--- config.mk ---
export PLATFORM = sky130hd
export DESIGN_NAME = acs_status
export DESIGN_NICKNAME = d
export VERILOG_FILES = /design/src/hdl/acs_pkg.sv /design/src/hdl/acs_stage_enc.sv /design/src/hdl/acs_status.sv
export SDC_FILE = /design/constraint.sdc
export NUM_CORES = 1
export LEC_CHECK = 0
export ABC_AREA = 0
export BUFFER_PORTS_ARGS = -buffer_cell sky130_fd_sc_hd__clkbuf_2
export CAP_MARGIN = 20
export CORE_ASPECT_RATIO = 0.7
export CORE_MARGIN = 2
export CORE_UTILIZATION = 40
export CTS_BUF_LIST = sky130_fd_sc_hd__clkbuf_2 sky130_fd_sc_hd__clkbuf_4 sky130_fd_sc_hd__clkbuf_8
export CTS_CLUSTER_SIZE = 24
export DETAILED_ROUTE_END_ITERATION = 8
export GPL_ROUTABILITY_DRIVEN = 0
export PLACE_DENSITY = 0.78
export SYNTH_ARGS = -nofsm -noshare
export SYNTH_HDL_FRONTEND = slang
export SYNTH_SLANG_ARGS = --single-unit
--- constraint.sdc ---
create_clock -name pclk -period 2.3 [get_ports pclk]
set_input_delay 0.575 -clock pclk [delete_from_list [all_inputs] [get_ports pclk]]
set_output_delay 0.575 -clock pclk [all_outputs]
set_load 0.01 [all_outputs]
--- src/hdl/acs_pkg.sv ---
// package: offsets, field layout and types for the compute status block
package acs_pkg;

  // ==========================================================
  // register map (byte addresses)
  localparam logic [11:0] ACS_OFF_STATUS = 12'h000;
  localparam logic [11:0] ACS_OFF_EVENT  = 12'h004;
  localparam logic [11:0] ACS_OFF_MASK   = 12'h008;

  // ==========================================================
  // status field positions
  localparam int ACS_BIT_OVF   = 7;
  localparam int ACS_BIT_UPPER = 6;
  localparam int ACS_BIT_LOWER = 5;
  localparam int ACS_BIT_UPD   = 4;
  localparam int ACS_BIT_RSVD  = 3;
  localparam int ACS_STAGE_LSB = 0;

  // event bits
  localparam int ACS_EV_UPD   = 0;
  localparam int ACS_EV_OVF   = 1;
  localparam int ACS_EV_UPPER = 2;
  localparam int ACS_EV_LOWER = 3;
  localparam int ACS_EV_W     = 4;

  localparam logic [ACS_EV_W-1:0] ACS_EV_RESET = 4'h0;

  // ==========================================================
  // sequencer stage codes
  localparam logic [2:0] ACS_STG_IDLE   = 3'h0;
  localparam logic [2:0] ACS_STG_PRE1   = 3'h1;
  localparam logic [2:0] ACS_STG_ACQ1   = 3'h2;
  localparam logic [2:0] ACS_STG_CONV1  = 3'h3;
  localparam logic [2:0] ACS_STG_UNUSED = 3'h4;
  localparam logic [2:0] ACS_STG_PRE2   = 3'h5;
  localparam logic [2:0] ACS_STG_ACQ2   = 3'h6;
  localparam logic [2:0] ACS_STG_CONV2  = 3'h7;

  // one-hot phase of the sequencer as reported by the datapath
  typedef enum logic [2:0] {
    ACS_PH_PRE  = 3'b001,
    ACS_PH_ACQ  = 3'b010,
    ACS_PH_CONV = 3'b100
  } acs_phase_e;

  // sequencer report carried from the conversion sequencer
  typedef struct packed {
    logic       busy;
    logic       second;
    acs_phase_e phase;
  } acs_seq_s;

  // computation update strobes from the datapath
  typedef struct packed {
    logic acc_wr;
    logic fltr_wr;
    logic uth_wr;
    logic lth_wr;
    logic ovf_wr;
    logic acc_ovf;
    logic err_ovf;
  } acs_upd_s;

endpackage

--- src/hdl/acs_stage_enc.sv ---
// stage code encoder: sequencer report to 3-bit stage field
module acs_stage_enc
  import acs_pkg::*;
(
  // sequencer report
  input  acs_pkg::acs_seq_s seq,
  // encoded stage
  output logic [2:0]        code
);

  always_comb begin
    code = ACS_STG_IDLE;                         // [RL6]
    if (seq.busy) begin
      unique case (seq.phase)
        ACS_PH_PRE:  code = seq.second ? ACS_STG_PRE2 : ACS_STG_PRE1;   // [RL5]
        ACS_PH_ACQ:  code = seq.second ? ACS_STG_ACQ2 : ACS_STG_ACQ1;   // [RL5]
        ACS_PH_CONV: code = seq.second ? ACS_STG_CONV2 : ACS_STG_CONV1; // [RL5]
        // illegal phase: report idle, never the unused code
        default:     code = ACS_STG_IDLE;         // [RL6]
      endcase
    end
  end

endmodule

--- src/hdl/acs_status.sv ---
// compute status register with APB slave and event interrupt
//
// Contract
// [RL1] threshold flags follow error value comparisons
// [RL2] update flag sets on any computation update
// [RL3] update flag low only when nothing changed
// [RL4] bit three reads zero, holds nothing
// [RL5] stage field encodes pass and step
// [RL6] stage zero when idle; never code 100
// [RL7] overflow flag on accumulator or error overflow
// [RL8] software clears update flag writing zero
//
// Chosen here: the placing of the registers and register access over APB.
module acs_status
  import acs_pkg::*;
#(
  parameter int ERR_W = 16
) (
  // clock and reset
  input  wire logic                      pclk,
  input  wire logic                      presetn,
  // apb slave
  input  wire logic                      psel,
  input  wire logic                      penable,
  input  wire logic                      pwrite,
  input  wire logic [11:0]               paddr,
  input  wire logic [31:0]               pwdata,
  input  wire logic [3:0]                pstrb,
  output logic      [31:0]               prdata,
  output logic                           pready,
  output logic                           pslverr,
  // computation datapath
  input  wire logic signed [ERR_W-1:0]   error_value,
  input  wire logic signed [ERR_W-1:0]   upper_limit,
  input  wire logic signed [ERR_W-1:0]   lower_limit,
  input  wire acs_pkg::acs_upd_s         upd,
  input  wire acs_pkg::acs_seq_s         seq,
  // status out
  output logic      [7:0]                status,
  output logic                           irq
);
  import acs_pkg::*;

  initial begin
    if (ERR_W < 2 || ERR_W > 32) $error("acs_status: ERR_W out of range");
  end

  // ==========================================================
  // state
  typedef struct packed {
    logic                 compute_overflow_flag;
    logic                 above_upper_limit_flag;
    logic                 below_lower_limit_flag;
    logic                 compute_update_flag;
    logic [2:0]           sequencer_stage_code;
    logic [ACS_EV_W-1:0]  event_status;
    logic [ACS_EV_W-1:0]  event_mask;
    logic [31:0]          rdata;
  } acs_state_s;

  acs_state_s r;
  acs_state_s next_r;
  logic [2:0] stage_now;

  acs_stage_enc acs_stage_enc_inst (
    .seq  (seq),
    .code (stage_now)
  );

  // ==========================================================
  // bus decode
  function automatic logic hit(input logic [11:0] a, input logic [11:0] off);
    return a == off;
  endfunction

  logic       acc_phase;
  logic       wr_acc;
  logic       rd_acc;
  logic       mapped;
  logic       any_upd;
  logic       upper_now;
  logic       lower_now;
  logic       ovf_now;
  logic [7:0] stat_word;
  logic [ACS_EV_W-1:0] ev_set;

  assign acc_phase = psel && penable;
  assign wr_acc    = acc_phase && pwrite;
  assign rd_acc    = psel && !penable && !pwrite;
  assign mapped    = hit(paddr, ACS_OFF_STATUS) || hit(paddr, ACS_OFF_EVENT)
                   || hit(paddr, ACS_OFF_MASK);

  // ==========================================================
  // hardware conditions
  assign upper_now = error_value > upper_limit;                  // [RL1]
  assign lower_now = error_value < lower_limit;                  // [RL1]
  assign ovf_now   = upd.acc_ovf || upd.err_ovf;                 // [RL7]
  // any write of the associated registers or overflow bit
  assign any_upd   = upd.acc_wr || upd.fltr_wr || upd.uth_wr
                   || upd.lth_wr || upd.ovf_wr;                   // [RL2]

  always_comb begin
    stat_word                = 8'h00;                             // [RL4]
    stat_word[ACS_BIT_OVF]   = r.compute_overflow_flag;
    stat_word[ACS_BIT_UPPER] = r.above_upper_limit_flag;
    stat_word[ACS_BIT_LOWER] = r.below_lower_limit_flag;
    stat_word[ACS_BIT_UPD]   = r.compute_update_flag;
    stat_word[ACS_STAGE_LSB +: 3] = r.sequencer_stage_code;
  end

  always_comb begin
    ev_set               = ACS_EV_RESET;
    ev_set[ACS_EV_UPD]   = any_upd;
    ev_set[ACS_EV_OVF]   = ovf_now && !r.compute_overflow_flag;
    ev_set[ACS_EV_UPPER] = upper_now && !r.above_upper_limit_flag;
    ev_set[ACS_EV_LOWER] = lower_now && !r.below_lower_limit_flag;
  end

  // ==========================================================
  // next state
  always_comb begin
    next_r = r;
    next_r.compute_overflow_flag  = ovf_now;                      // [RL7]
    next_r.above_upper_limit_flag = upper_now;                    // [RL1]
    next_r.below_lower_limit_flag = lower_now;                    // [RL1]
    next_r.sequencer_stage_code   = stage_now;                    // [RL5] [RL6]

    // only the update flag is writable; zero clears, update wins over clear
    if (wr_acc && hit(paddr, ACS_OFF_STATUS) && pstrb[0]
        && !pwdata[ACS_BIT_UPD]) begin
      next_r.compute_update_flag = 1'b0;                          // [RL8]
    end
    if (any_upd) begin
      next_r.compute_update_flag = 1'b1;                          // [RL2] [RL3]
    end

    // sticky events: write one clears, new event wins
    if (wr_acc && hit(paddr, ACS_OFF_EVENT) && pstrb[0]) begin
      next_r.event_status = r.event_status & ~pwdata[ACS_EV_W-1:0];
    end
    next_r.event_status = next_r.event_status | ev_set;

    if (wr_acc && hit(paddr, ACS_OFF_MASK) && pstrb[0]) begin
      next_r.event_mask = pwdata[ACS_EV_W-1:0];
    end

    // read data captured in setup so it is stable through access
    if (rd_acc) begin
      next_r.rdata = 32'h0000_0000;
      if (hit(paddr, ACS_OFF_STATUS)) begin
        next_r.rdata[7:0] = stat_word;
      end else if (hit(paddr, ACS_OFF_EVENT)) begin
        next_r.rdata[ACS_EV_W-1:0] = r.event_status;
      end else if (hit(paddr, ACS_OFF_MASK)) begin
        next_r.rdata[ACS_EV_W-1:0] = r.event_mask;
      end
    end
  end

  always_ff @(posedge pclk or negedge presetn) begin
    if (!presetn) begin
      r <= '0;
    end else begin
      r <= next_r;
    end
  end

  // ==========================================================
  // outputs
  assign prdata  = r.rdata;
  assign pready  = 1'b1;
  assign pslverr = acc_phase && !mapped;
  assign status  = stat_word;
  assign irq     = |(r.event_status & r.event_mask);

endmodule

==> impl_metrics.yaml <==
sta:
  period_share_pct: 91.2
  hold_slack_ns: 0.290
  clock.fmax_mhz: 477
  rsz0062_at_grt: "no"
  hold_viol: 0
  fin_skew_ns: 0.00222
  setup_violations: 0
  worstMarginPinSlew_ns: 0.560
  slew_headroom_pct: 62.6
  min_period_ns: 2.10
  slew_violations: 0
floorplan:
  dieArea_um2: 6280
  rows: 22
  die_w_um: 93.9
  die_h_um: 66.9
  initial_core_util_pct: 42.4
  ios: 156
  core-area_um2: 5340
yosys:
  synth_edf_count: 0
  yosysTopAreaCellShare_pct: 25.4
  synth_seq_cells: 23
  netlist_instances: 261
  seq_area_frac_synth_pct: 25.4
  synthesis.area_um2: 2260
  synthTopCellsByArea: "dfrtp_1, ha_1, buf_4, inv_1, nand2_1"
  ys_top_cells_by_count: "buf_4, inv_1, ha_1"
  synthArstFlopShare_pct: 100
  synth_top_flop_cell: "dfrtp_1"
  synth.most_common_cell: "buf_4"
  yosysTopAreaCell: "dfrtp_1"
  yosysWarningCount: 0
  synth_cell_types: 44
  syn_area_per_cell_um2: 8.67
cells_and_area:
  n_antenna_cell: 0
  stdcell_count: 423
  fin_nets: 496
  drive_above_1_share_pct: 34.8
  finalInstanceArea_um2: 2720
  syn_to_final_growth_pct: 20.2
clock_network:
  htree_levels: 1
  cts_hold_buf: 0
  clk_pin_slew_ns: 0.08
  post-cts-setup-buffer-count: 0
  cts_tree: "done"
  ctsRootBufferMaster: "clkbuf_8"
  cts_buffer_depth: 2
  cts-resized-gates: 0
  clock_sinks: 23
  clock_latency_ns: 0.26
  cts_made_buffers: 3
setup_path:
  start_kind: "input pin"
  startpoint: "error_value[13]"
  crit_required_ns: 2.46
  crit_path_max_fanout: 3
  worstSetupEndpointType: "flop"
  r2r-end: "r[39]"
  r2r_start: "status[5]"
  rr_worst_depth: 2
  critPathKind: "in2reg"
  arrival_ns: 2.26
  r2r_slack_ns: 1.30
power_and_ir_drop:
  powerDensity_nw_per_um2: 364
  p_leak_nw: 1.57
  irDropWorstVdd_mv: 0.179
place:
  placed_cells: 419
  io_buffer_count: 99
  post-dp-hpwl_um: 4520
  place_area_um2: 2670
routing:
  firstDrtPassIters: 4
  drt-initial-drc-count: 95
  ant_nets: 0
  vias_per_cell: 4.79
  routed_wl_um: 5090
  vias: 2025
  wl_per_cell_um: 12.0
  drc: 0
hold_path:
  min-delay-path-class: "in2async"
grt:
  grt_start_max_net_pins: 24
  grt_pass1_wl_um: 7850
  antenna_found_initial: 0
  grt-ovfl-total: 0
  grt_use_total_pct: 15.8
  grt_pass1_vias: 1834
flow_run:
  maxCapViolations: 0
outcome:
  status: "finished clean"
==> cell usage in the layout, fill, tap and decap left out, drive strengths merged, types with 3 or more instances in the layout <==
cell,n
a211o,4
a21o,4
a21oi,14
buf,7
clkbuf,103
conb,26
dfrtp,23
ha,31
inv,33
mux2,4
mux2i,4
nand2,25
nand4,5
nor2,13
nor3b,3
nor4,4
o21ai,9
o31ai,6
==> area by class of cell <==
class	instances	area, um2
Inverter	33	124
Multi-Input combinational cell	185	1330
Fill cell	524	2620
Tap cell	72	90.1
Timing Repair Buffer	106	548
Sequential cell	23	576
Clock buffer	4	48.8
==> through the flow <==
step	power [mW]	setup WS (ns)	util [%]	TNS (ns)
after global routing	1.06	0.0944	50.9	0
after detailed placement	0.741	-0.0817	50.0	-0.146
after global placement	0.728	-0.0335	50.0	-0.0496
final	0.991	0.202	50.9	0
after CTS	1.00	0.195	50.9	0
after floorplan	0.640	0.123	-	0
==> routing by layer <==
layer / vias up / GRT usage [%] / part of all wire (%)
li1: 1018 / - / -
met5: - / 0 / 0
met3: 4 / 4.52 / 9.2
met1: 926 / 20.5 / 44
met2: 77 / 26.0 / 46
met4: 0 / 4.17 / 0.86
==> critical path, cell delays in order <==
cell      delay (ns)
clkbuf_2        0.09
ha_1            0.31
a21o_1          0.19
a21o_1          0.18
a221o_1         0.37
or3_1           0.32
o311ai_1        0.22
==> state kept, by name (all words and copies together), names as in the netlist <==
register  flops
r             8
status        7
prdata        8
==> report_power, final <==
group / switching (mW) / total (mW) / internal, mW
Sequential: 0.00978 / 0.423 / 0.413
Clock: 0.122 / 0.257 / 0.135
Combinational: 0.168 / 0.311 / 0.144
==> cell families (layout without fill, tap and decap cells) <==
logic type	count (synthesis)	after routing	share of synthesized area, %
other	2	26	0.332
buffers and inverters	77	143	19.6
adders and majority gates	31	31	17.1
muxes	8	8	4.42
AOI/OAI and AO/OA	52	52	15.7
and+or+nand+nor	65	65	16.3
DFF	23	23	25.4
xor gates and xnor gates	3	3	1.16
==> worst max path at each step <==
stage / to / slack [ns] / cells after the start
floorplan: r[38] / 0.12 / 7
CTS: r[38] / 0.20 / 7
global route: pslverr / 0.09 / 6
detailed placement: r[38] / -0.08 / 7
global placement: r[38] / -0.03 / 8
finish: r[38] / 0.20 / 7
(Power assumes the default switching activity.)
